<file path="src/pio_defs.svh">
`ifndef PIO_DEFS_SVH
`define PIO_DEFS_SVH

// ----------------------------------------------------------------------------
// Register word indices, decoded from haddr[4:2].
// ----------------------------------------------------------------------------
`define PIO_CTRL_OFS     3'h0
`define PIO_STATUS_OFS   3'h1
`define PIO_BUCK1_OFS    3'h2
`define PIO_BUCK2_OFS    3'h3
`define PIO_SLEW_OFS     3'h4
`define PIO_VOUT_OFS     3'h5

// ----------------------------------------------------------------------------
// Field positions.
// ----------------------------------------------------------------------------
`define PIO_CTRL_FIRST   0
`define PIO_CTRL_OUT     1
`define PIO_CTRL_THIRD   2
`define PIO_ST_SEL       0
`define PIO_ST_BUF       1
`define PIO_ST_RAIL_EN   2
`define PIO_ST_PG        3
`define PIO_ST_LEVEL     4
`define PIO_ST_DDR_IN    5
`define PIO_ST_RAIL_IN   6
`define PIO_VOUT_TWO_LSB 8

// ----------------------------------------------------------------------------
// Reset values and timing.
// ----------------------------------------------------------------------------
`define PIO_USER_RST     1'h1
`define PIO_BUCK1_DEF    6'h10
`define PIO_BUCK2_DEF    6'h14
`define PIO_SLEW_RST     3'h0
`define PIO_RAMP_LOW     5'h1f

`endif

</file>
<file path="src/pio_pkg.sv">
package pio_pkg;

  typedef logic [5:0] pio_volt_type;

  typedef struct packed {
    logic         loaded;
    logic         sel;
    logic         buf_pp;
    logic         rail_en;
    logic         first_user;
    logic         out_user;
    logic         third_user;
    logic         ddr_level;
    logic         rail_sync1;
    logic         rail_sync2;
    logic         rail_prev;
    pio_volt_type buck1;
    pio_volt_type buck2;
    logic [2:0]   slew;
    pio_volt_type vout1;
    pio_volt_type vout2;
    logic [7:0]   ramp_cnt;
    logic         ap_valid;
    logic         ap_write;
    logic [2:0]   ap_idx;
    logic [31:0]  hrdata;
  } pio_state_type;

endpackage

</file>
<file path="src/pio_pins.sv">
// Implementation choices: the AHB-Lite interface to the registers and the address map.
`include "pio_defs.svh"

module pio_pins (
  input  wire logic                  hclk,
  input  wire logic                  hresetn,
  input  wire logic                  hsel,
  input  wire logic [31:0]           haddr,
  input  wire logic [1:0]            htrans,
  input  wire logic                  hwrite,
  input  wire logic [2:0]            hsize,
  input  wire logic [31:0]           hwdata,
  input  wire logic                  hready,
  output logic                       hreadyout,
  output logic                       hresp,
  output logic [31:0]                hrdata,
  input  wire logic                  nvm_ddr_reset_select,
  input  wire logic                  nvm_out_buffer_type,
  input  wire logic                  nvm_core_rail_reset_enable,
  input  wire logic                  power_good,
  input  wire logic                  seq_first_pin_low,
  input  wire logic                  seq_third_pin_low,
  input  wire logic                  ddr_reset_io_pin_in,
  output logic                       ddr_reset_io_pin_out,
  output logic                       ddr_reset_io_pin_oe_n,
  output logic                       ddr_reset_out_pin_out,
  output logic                       ddr_reset_out_pin_oe_n,
  input  wire logic                  rail_reset_io_pin_in,
  output logic                       rail_reset_io_pin_out,
  output logic                       rail_reset_io_pin_oe_n,
  output pio_pkg::pio_volt_type      core_buck_one_vout,
  output pio_pkg::pio_volt_type      core_buck_two_vout
);
  import pio_pkg::*;

  // --------------------------------------------------------------------------
  // Helper functions.
  // --------------------------------------------------------------------------
  function automatic pio_volt_type ramp_step(input pio_volt_type cur, input pio_volt_type tgt);
    if (cur < tgt) begin
      ramp_step = cur + 6'h01;
    end else if (cur > tgt) begin
      ramp_step = cur - 6'h01;
    end else begin
      ramp_step = cur;
    end
  endfunction

  function automatic logic [31:0] read_reg(input pio_state_type s, input logic [2:0] idx,
                                           input logic pg);
    read_reg = 32'h0000_0000;
    case (idx)
      `PIO_CTRL_OFS: begin
        read_reg[`PIO_CTRL_FIRST] = s.first_user;
        read_reg[`PIO_CTRL_OUT]   = s.out_user;
        read_reg[`PIO_CTRL_THIRD] = s.third_user;
      end
      `PIO_STATUS_OFS: begin
        read_reg[`PIO_ST_SEL]     = s.sel;
        read_reg[`PIO_ST_BUF]     = s.buf_pp;
        read_reg[`PIO_ST_RAIL_EN] = s.rail_en;
        read_reg[`PIO_ST_PG]      = pg;
        read_reg[`PIO_ST_LEVEL]   = s.ddr_level;
        read_reg[`PIO_ST_RAIL_IN] = s.rail_sync2;
      end
      `PIO_BUCK1_OFS: begin
        read_reg[5:0] = s.buck1;
      end
      `PIO_BUCK2_OFS: begin
        read_reg[5:0] = s.buck2;
      end
      `PIO_SLEW_OFS: begin
        read_reg[2:0] = s.slew;
      end
      `PIO_VOUT_OFS: begin
        read_reg[5:0] = s.vout1;
        read_reg[`PIO_VOUT_TWO_LSB +: 6] = s.vout2;
      end
      default: begin
        read_reg = 32'h0000_0000;
      end
    endcase
  endfunction

  // --------------------------------------------------------------------------
  // State and next state.
  // --------------------------------------------------------------------------
  pio_state_type st_reg;
  pio_state_type st_next;
  logic          rail_fall;
  logic          addr_take;
  logic          ramp_tick;
  logic          wr_now;
  logic [31:0]   rd_word;

  assign rail_fall = st_reg.rail_en && st_reg.rail_prev && !st_reg.rail_sync2;
  assign addr_take = hsel && htrans[1] && hready;
  assign ramp_tick = st_reg.ramp_cnt == {st_reg.slew, `PIO_RAMP_LOW};
  assign wr_now    = st_reg.ap_valid && st_reg.ap_write;

  always_comb begin
    st_next = st_reg;
    rd_word = 32'h0000_0000;

    // Configuration is taken once, at the first edge after reset release.
    if (!st_reg.loaded) begin
      st_next.loaded  = 1'b1;
      st_next.sel     = nvm_ddr_reset_select;
      st_next.buf_pp  = nvm_out_buffer_type;
      st_next.rail_en = nvm_core_rail_reset_enable;
    end

    // DDR reset level: pass-through, hold on power-good low, or user bit.
    if (!st_reg.loaded) begin
      st_next.ddr_level = st_reg.ddr_level;
    end else if (st_reg.sel) begin
      if (power_good) begin
        st_next.ddr_level = ddr_reset_io_pin_in;
      end else begin
        st_next.ddr_level = st_reg.ddr_level;
      end
    end else begin
      st_next.ddr_level = st_reg.out_user;
    end

    // Third pin synchroniser and edge history.
    st_next.rail_sync1 = rail_reset_io_pin_in;
    st_next.rail_sync2 = st_reg.rail_sync1;
    st_next.rail_prev  = st_reg.rail_sync2;

    // Register writes in the data phase.
    if (wr_now) begin
      case (st_reg.ap_idx)
        `PIO_CTRL_OFS: begin
          st_next.first_user = hwdata[`PIO_CTRL_FIRST];
          st_next.out_user   = hwdata[`PIO_CTRL_OUT];
          st_next.third_user = hwdata[`PIO_CTRL_THIRD];
        end
        `PIO_BUCK1_OFS: begin
          st_next.buck1 = hwdata[5:0];
        end
        `PIO_BUCK2_OFS: begin
          st_next.buck2 = hwdata[5:0];
        end
        `PIO_SLEW_OFS: begin
          st_next.slew = hwdata[2:0];
        end
        default: begin
          st_next.slew = st_next.slew;
        end
      endcase
    end

    // A rail reset edge wins over a write and touches only the two bucks.
    if (rail_fall) begin
      st_next.buck1 = `PIO_BUCK1_DEF;
      st_next.buck2 = `PIO_BUCK2_DEF;
    end

    // Outputs move one step toward their targets on each ramp tick.
    if (ramp_tick) begin
      st_next.ramp_cnt = 8'h00;
      st_next.vout1    = ramp_step(st_reg.vout1, st_reg.buck1);
      st_next.vout2    = ramp_step(st_reg.vout2, st_reg.buck2);
    end else begin
      st_next.ramp_cnt = st_reg.ramp_cnt + 8'h01;
    end

    // Address phase capture; read data is registered for the data phase.
    st_next.ap_valid = addr_take;
    if (addr_take) begin
      st_next.ap_write = hwrite;
      st_next.ap_idx   = haddr[4:2];
      if (!hwrite) begin
        rd_word = (|haddr[31:5]) ? 32'h0000_0000 : read_reg(st_next, haddr[4:2], power_good);
        st_next.hrdata = rd_word;
      end
    end
  end

  always_ff @(posedge hclk or negedge hresetn) begin
    if (!hresetn) begin
      st_reg.loaded     <= 1'b0;
      st_reg.sel        <= 1'b0;
      st_reg.buf_pp     <= 1'b0;
      st_reg.rail_en    <= 1'b0;
      st_reg.first_user <= `PIO_USER_RST;
      st_reg.out_user   <= `PIO_USER_RST;
      st_reg.third_user <= `PIO_USER_RST;
      st_reg.ddr_level  <= 1'b0;
      st_reg.rail_sync1 <= 1'b1;
      st_reg.rail_sync2 <= 1'b1;
      st_reg.rail_prev  <= 1'b1;
      st_reg.buck1      <= `PIO_BUCK1_DEF;
      st_reg.buck2      <= `PIO_BUCK2_DEF;
      st_reg.slew       <= `PIO_SLEW_RST;
      st_reg.vout1      <= `PIO_BUCK1_DEF;
      st_reg.vout2      <= `PIO_BUCK2_DEF;
      st_reg.ramp_cnt   <= 8'h00;
      st_reg.ap_valid   <= 1'b0;
      st_reg.ap_write   <= 1'b0;
      st_reg.ap_idx     <= 3'h0;
      st_reg.hrdata     <= 32'h0000_0000;
    end else begin
      st_reg <= st_next;
    end
  end

  // --------------------------------------------------------------------------
  // Bus answers and pins.
  // --------------------------------------------------------------------------
  assign hreadyout = 1'b1;
  assign hresp     = 1'b0;
  assign hrdata    = st_reg.hrdata;

  assign ddr_reset_io_pin_out   = 1'b0;
  assign ddr_reset_io_pin_oe_n  = st_reg.sel || (st_reg.first_user && !seq_first_pin_low);
  assign ddr_reset_out_pin_out  = st_reg.buf_pp ? st_reg.ddr_level : 1'b0;
  assign ddr_reset_out_pin_oe_n = st_reg.buf_pp ? 1'b0 : st_reg.ddr_level;
  assign rail_reset_io_pin_out  = 1'b0;
  assign rail_reset_io_pin_oe_n = st_reg.rail_en || (st_reg.third_user && !seq_third_pin_low);
  assign core_buck_one_vout     = st_reg.vout1;
  assign core_buck_two_vout     = st_reg.vout2;
endmodule

</file>
<file path="config.mk">
export PLATFORM = sky130hd
export DESIGN_NAME = pio_pins
export DESIGN_NICKNAME = d
export VERILOG_FILES = /design/src/pio_pkg.sv /design/src/pio_pins.sv
export VERILOG_INCLUDE_DIRS = /design/src /design/src/src
export SDC_FILE = /design/constraint.sdc
export NUM_CORES = 1
export LEC_CHECK = 0
export BUFFER_PORTS_ARGS = -buffer_cell sky130_fd_sc_hd__buf_2
export CORE_MARGIN = 5
export CORE_UTILIZATION = 55
export DETAILED_ROUTE_END_ITERATION = 12
export GPL_TIMING_DRIVEN = 0
export HOLD_SLACK_MARGIN = 0.15
export PLACE_DENSITY = 0.94
export SLEW_MARGIN = 10
export SYNTH_ARGS = -nofsm -noshare
export SYNTH_HDL_FRONTEND = slang
export SYNTH_SLANG_ARGS = --single-unit
</file>
<file path="constraint.sdc">
create_clock -name hclk -period 3.84 [get_ports hclk]
set_clock_uncertainty 0.2 [all_clocks]
set_input_delay 0.768 -clock hclk [delete_from_list [all_inputs] [get_ports hclk]]
set_output_delay 0.768 -clock hclk [all_outputs]
set_load 0.02 [all_outputs]
</file>
==> summary.md, run 1 <==
| Metric | Value |
|---|---|
| Cell types occupying the most area after synthesis | dfrtp_1 33%, buf_4 9.2%, dfstp_2 8.0%, ha_1 5.4%, mux2_2 3.4% |
| Share of async-settable or async-resettable flops after synthesis | 100% |
| Max-cap violation count | 0 |
| DIE AREA | 0.00893 mm² |
| Post-synth EDFFs | 0 |
| Timing endpoint of the critical path | hrdata[2] |
| Pwr Density | 419 mW/mm² |
| Leakage power figure | 2.38 nW |
| Overall power of the completed layout | 2.01 mW |
| Slew headroom | 47.1% |
| Seq cells post-synth | 64 |
| Vias in the first global route | 3504 |
| Cell area after synthesis | 0.00393 mm² |
| Crit path depth | 7 |
| Required time of the critical path | 3.86 ns |
| Routed wire per std cell | 15.6 µm |
| Placement-stage cell area | 0.00452 mm² |
| Worst slew pin tran | 0.794 ns |
| Number of buffers created by CTS | 9 |
| Growth of design area from synthesis to finish | 22.4% |
| Class of the tightest hold or removal check | flip-flop to flip-flop |
| Status | complete, no violations |
| DRT Wirelength | 9.76 mm |
| Die span in y | 94.5 µm |
| Initial standard-cell utilization of the core | 57.1% |
| ANT cells | 0 |
| Standard cell core area | 0.00687 mm² |
| Area used by multi-input combinational logic | 0.00189 mm² |
| Dominant delay contributor by cell family on the critical path | compound AO/OA/AOI/OAI gates |
| Critical path buffer and inverter count | 0 |
| Final std cell area, no fill | 0.00481 mm² |
| Dpl hpwl | 7.38 mm |
| Worst flop-to-flop path endpoint | hrdata[2] |
| Most area-hungry cell type in the Yosys netlist | dfrtp_1 |
| Minimum clock period after layout | 2.94 ns |
| Largest register FFs | 37 |
| CP Data Arrival Time | 2.96 ns |
| Syn avg cell area | 9.44 µm² |
| Number of filler instances in the final layout | 533 |
| Part of the Yosys area used for sequential elements | 41.2% |
| CP startpoint | st_reg[37] |
| DRC | 0 |
| Final Hold Fails | 0 |
| Period utilisation layout | 76.6% |
| Pin count of the biggest net entering global routing | 65 |
| DRC violation total after the first TritonRoute iteration | 258 |
| Worst r2r path cells | 7 |
| Number of antenna violations at the first check in global routing | 0 |
| Worst stage delay on the critical path | 0.64 ns |
| Final weighted congestion in routability-driven placement | 0.933 |
| Startpoint-to-endpoint class of the critical path | flip-flop to flip-flop |
| Overall global routing resource usage | 23.3% |
| # setup viols final | 0 |
| Post-synthesis cell count | 416 |
| Share of final-layout standard cells stronger than drive strength 1 | 33.1% |
| Util after Layout | 70.0% |
| Antenna viol nets, final | 0 |
| RSZ-0062 raised after global routing | no |
| Top FF cell, synth | dfrtp_1 |
| GRT overflow | 0 |
| Worst path cell trace | ha_1, nand4_1, nor4_2, a21boi_2, a21boi_1, mux2i_1, o211ai_1 |
| CTS Sinks | 64 |
| Slowest library cell on the worst path | nor4_2 |
| CTS root buf | clkbuf_8 |
| Die X | 94.5 µm |
| Count of TritonRoute iterations in the first routing pass | 5 |
| Setup TNS | 0 ns |
| Area share of the largest cell type after synthesis | 33.2% |
| Pins Over Slew Limit | 0 |
| Dpl cells | 611 |
| Startpoint of the worst register-to-register path | st_reg[37] |
| Achievable Freq | 0.340 GHz |
| Num ports | 134 |
| # resized after CTS | 0 |
| Register-to-register path setup slack | 0.90 ns |
| Worst vdd rail ir drop | 0.274 mV |
| Capturing element type of the critical path | flip-flop |
| Vias | 3454 |
| Crit path launch type | flip-flop |
| Number of distinct library cells after synthesis | 61 |
| Clock tree buffer depth | 2 |
| Number of nets in the layout | 625 |
| Skew-Pair Late Insertion Delay | 0.36 ns |
| FP Rows | 30 |
| Worst-path maximum fanout | 7 |
| Total of warnings raised by yosys | 0 |
| Number of setup buffers added after CTS | 0 |
| Clock slew at reported path FFs | 0.08 ns |
| Wire length of the first global-routing pass | 16.3 mm |
| Port Buf Inserts | 77 |
| Count of non-filler cells in the finished layout | 627 |
| Hold bufs inserted after CTS | 0 |
| Clock tree from TritonCTS | built |
| Register area | 0.00162 mm² |
| Ratio of routed vias to standard cells | 5.51 |
| Maximum level of the CTS H-tree | 3 |
[logic make-up (layout without fill, tap and decap cells)]
| kind of cell | count (synthesis) | in the layout | share of synthesized area [%] |
|---|---|---|---|
| AO/OA/AOI/OAI | 88 | 88 | 15.0 |
| XOR/XNOR | 20 | 20 | 4.46 |
| adder cells (fa/ha/maj) | 17 | 17 | 5.42 |
| buffers and inverters | 80 | 173 | 12.7 |
| flip-flops | 64 | 64 | 41.2 |
| multiplexers | 15 | 15 | 4.21 |
| other | 2 | 24 | 0.191 |
| AND/OR/NAND/NOR | 130 | 130 | 16.9 |
[worst min-delay path by stage]
stage,from,to,slack [ns],cells past startpoint
floorplan,st_next[73],st_next[72],0.15,0
global placement,st_next[73],st_next[72],0.16,0
detailed placement,st_next[73],st_next[72],0.16,0
CTS,st_next[73],st_next[72],0.18,0
global route,st_next[73],st_next[72],0.18,0
finish,st_next[73],st_next[72],0.18,0
[synthesized netlist by cell type, drive strengths merged, types with 2 or more instances]
master  instances
a21oi          21
buf            50
nor2           26
nand2b          5
clkbuf          9
dfstp          12
a21o            4
o21ai          21
xnor2          11
o31ai           3
a22oi           6
nand3b          3
nand4           6
dfrtp          52
or4b            2
nor3           16
conb            2
ha             17
and3            3
or3             3
nand3          13
a221o           2
mux2i           3
a21boi          3
nand2          34
o211ai          3
nor4           10
and2            2
inv            21
mux2           12
a22o            6
xor2            9
nor2b           3
a31oi           4
o21a            3
[per-stage QoR]
stage,hold WS [ns],worst slack [ns]
3_5_place_dp,0.164,0.877
4_1_cts,0.175,0.915
2_1_floorplan,0.154,1.15
5_1_grt,0.177,0.685
3_3_place_gp,0.159,0.915
6_report,0.177,0.897
[worst reg2reg max path, stage by stage, from the launching register on]
cell	delay, ns
dfrtp_1	0.39
ha_1	0.21
nand4_1	0.17
nor4_2	0.64
a21boi_2	0.43
a21boi_1	0.35
mux2i_1	0.29
o211ai_1	0.13
[final cells by class]
cell class | count | share of cell area, %
plain buffers | 59 | 8.70
clock buffers | 9 | 2.58
clock inverters | 7 | 3.46
inverters | 21 | 1.64
multi-input cells | 294 | 39.4
flip-flops and latches | 64 | 33.6
well taps | 96 | 2.50
repair buffers | 77 | 8.07
[report_power, final]
| group | internal (mW) | switching [mW] | leakage, nW | total (mW) |
|---|---|---|---|---|
| Clock | 0.565 | 0.282 | 0.140 | 0.847 |
| Combinational | 0.154 | 0.216 | 1.43 | 0.370 |
| Sequential | 0.745 | 0.0513 | 0.807 | 0.796 |
[layout by cell type, fill, tap and decap left out, drive strengths merged, types with 3 or more instances in the layout]
master and count:
nor2b 3, nand2 34, and3 3, a21boi 3
o211ai 3, xor2 9, clkbuf 18, nor4 10
nand3b 3, or3 3, nor2 26, o21ai 21
dfrtp 52, a21oi 21, mux2 12, a31oi 4
inv 22, nand2b 5, bufinv 5, o31ai 3
a22oi 6, dfstp 12, conb 24, xnor2 11
nand4 6, a21o 4, o21a 3, nand3 13
buf 127, a22o 6, ha 17, nor3 16
mux2i 3
[metal layers]
metal  GRT usage (%)  vias up  routed length (µm)
li1                -     1630                   -
met1            27.5     1628                3850
met2            39.8      173                4880
met3            4.94       23                 741
met4            12.1        0                 286
met5               0        -                   0
(Power assumes the default switching activity.)
==> run 2: changes to the inputs <==
CORE_UTILIZATION = 46   (was 55)
PLACE_DENSITY = 0.85   (was 0.94)
clock period = 2.45 ns   (was 3.84 ns; I/O delays follow)
==> summary.md, run 2 (synthesis results as in run 1) <==
| Metric | Value |
|---|---|
| Status | complete, no violations (unchanged) |
| Crit path launch type | flip-flop (unchanged) |
| Gr busiest metal | met2 (unchanged) |
| Vias in the first global route | 3541 (was 3504) |
| Minimum clock period after layout | 2.42 ns (was 2.94 ns) |
| Count of TritonRoute iterations in the first routing pass | 5 (unchanged) |
| Maximum level of the CTS H-tree | 3 (unchanged) |
| Vias | 3512 (was 3454) |
| CTS Sinks | 64 (unchanged) |
| Routed wire per std cell | 15.6 µm (about the same) |
| Antenna viol nets, final | 0 (unchanged) |
| Commonest non-fill, non-tap cell in the layout | buf_2 (unchanged) |
| Class of the tightest hold or removal check | flip-flop to flip-flop (unchanged) |
| Number of filler instances in the final layout | 713 (was 533) |
| Startpoint-to-endpoint class of the critical path | flip-flop to flip-flop (unchanged) |
| # setup viols final | 0 (unchanged) |
| Pins Over Slew Limit | 0 (unchanged) |
| GRT overflow | 0 (unchanged) |
| Number of antenna violations at the first check in global routing | 0 (unchanged) |
| Max-cap violation count | 0 (unchanged) |
| Wire length of the first global-routing pass | 16.2 mm (was 16.3 mm) |
| Post-Place Setup Slack | -0.463 ns (was 0.877 ns) |
| Commonest cells after routing, fill and taps aside | 76 x buf_2, 62 x buf_4, 50 x dfrtp_1 (was 76 x buf_2, 52 x dfrtp_1, 49 x buf_4) |
| Clock slew at reported path FFs | 0.08 ns (about the same) |
| Clock tree buffer depth | 2 (unchanged) |
| Global-route met1 utilization | 23.2% (was 27.5%) |
| Worst vdd rail ir drop | 0.267 mV (was 0.274 mV) |
| DRT Wirelength | 10.2 mm (was 9.76 mm) |
| Startpoint of the worst register-to-register path | st_reg[70] (was st_reg[37]) |
| Port Buf Inserts | 77 (unchanged) |
| Routing usage on met2 | 35.5% (was 39.8%) |
| DRC | 0 (unchanged) |
| Largest register FFs | 37 (unchanged) |
| Hold Path Origin | st_next[73] (unchanged) |
| Register area | 0.00162 mm² (about the same) |
| CTS root buf | clkbuf_8 (unchanged) |
| Die X | 102 µm (was 94.5 µm) |
| Skew-Pair Late Insertion Delay | 0.35 ns (was 0.36 ns) |
| RSZ-0062 raised after global routing | yes (was no) |
| Leakage power figure | 2.43 nW (was 2.38 nW) |
| Num ports | 134 (unchanged) |
| CP Data Arrival Time | 2.45 ns (was 2.96 ns) |
| Final Hold Fails | 0 (unchanged) |
| Dpl cells | 620 (was 611) |
| FP Rows | 33 (was 30) |
| Achievable Freq | 0.414 GHz (was 0.340 GHz) |
| Number of nets in the layout | 639 (was 625) |
| DIE AREA | 0.0105 mm² (was 0.00893 mm²) |
| Capturing element type of the critical path | flip-flop (unchanged) |
| Overall power of the completed layout | 2.81 mW (was 2.01 mW) |
| CP startpoint | st_reg[70] (was st_reg[37]) |
| Register-to-register path setup slack | 0.03 ns (was 0.90 ns) |
| Fraction of met3 tracks used by global routing | 3.96% (was 4.94%) |
| Worst-path maximum fanout | 3 (was 7) |
| Final weighted congestion in routability-driven placement | 0.903 (was 0.933) |
| Dpl hpwl | 7.35 mm (was 7.38 mm) |
| Share of final-layout standard cells stronger than drive strength 1 | 40.6% (was 33.1%) |
| Final worst setup slack | 0.0323 ns (was 0.897 ns) |
| Growth of design area from synthesis to finish | 28.2% (was 22.4%) |
| Required time of the critical path | 2.48 ns (was 3.86 ns) |
| Worst slew pin tran | 0.795 ns (was 0.794 ns) |
| Pwr Density | 557 mW/mm² (was 419 mW/mm²) |
| Pin count of the biggest net entering global routing | 65 (unchanged) |
| Ratio of routed vias to standard cells | 5.40 (was 5.51) |
| Slew headroom | 47.0% (was 47.1%) |
| ANT cells | 0 (unchanged) |
| Die span in y | 102 µm (was 94.5 µm) |
| Period utilisation layout | 98.7% (was 76.6%) |
| Count of non-filler cells in the finished layout | 650 (was 627) |
| Standard cell core area | 0.00826 mm² (was 0.00687 mm²) |
| DRC violation total after the first TritonRoute iteration | 253 (was 258) |
| Area used by multi-input combinational logic | 0.00209 mm² (was 0.00189 mm²) |
| Clock tree from TritonCTS | built (unchanged) |
| Number of buffers created by CTS | 9 (unchanged) |
| Overall global routing resource usage | 19.5% (was 23.3%) |
| Initial standard-cell utilization of the core | 47.5% (was 57.1%) |
[run 2: where the power goes]
part | internal (mW) | switching [mW]
Combinational | 0.264 | 0.373
Sequential | 1.17 | 0.0921
Clock | 0.469 | 0.441
Total | 1.90 | 0.906
[run 2: through the flow]
step / area, µm² / util (%) / TNS (ns) / hold slack (ns)
floorplan: 4010 / - / 0 / -0.00559
finish: 5030 / 61.0 / 0 / 0.177
global placement: 4520 / 54.8 / -3.42 / 0.156
CTS: 4850 / 58.7 / 0 / 0.181
detailed placement: 4530 / 54.8 / -4.37 / 0.163
global route: 5030 / 61.0 / -0.0709 / 0.191
[run 2: final timing paths]
path,cells past startpoint,to
max,8,hrdata[4]
min,0,st_next[72]
max reg2reg,8,hrdata[4]
min reg2reg,0,st_next[72]
max in group asynchronous,2,core_buck_one_vout[3]
min in group asynchronous,2,core_buck_two_vout[0]
[run 2: routing by layer]
metal  share of wire [%]  routed length (µm)
met2                  53                5370
met5                   0                   0
met4                 1.8                 183
met1                  37                3810
met3                 7.9                 808
[run 2: area by class of cell]
class	instances	area share, %
Tap cell	105	2.61
Timing Repair Buffer	92	10.0
Buffer	58	8.25
Multi-Input combinational cell	294	41.5
Inverter	21	1.57
Clock buffer	9	2.46
Sequential cell	64	32.2
Clock inverter	7	1.44
[run 2: repair_timing]
action	in CTS	in global routing
gates resized for setup	19	31
endpoints found under the setup margin	20	16
hold buffers	2	0
gates cloned	0	0
pin swaps	7	8
setup buffers	5	8
hold endpoints to repair	53	0
[run 2: worst max-delay path, stage by stage (launching register included)]
cell	delay [ns]
dfstp_2	0.53
inv_2	0.05
ha_4	0.26
nand4_1	0.22
a21o_1	0.28
a21oi_2	0.15
o21ai_1	0.08
xnor2_1	0.16
a221o_2	0.37
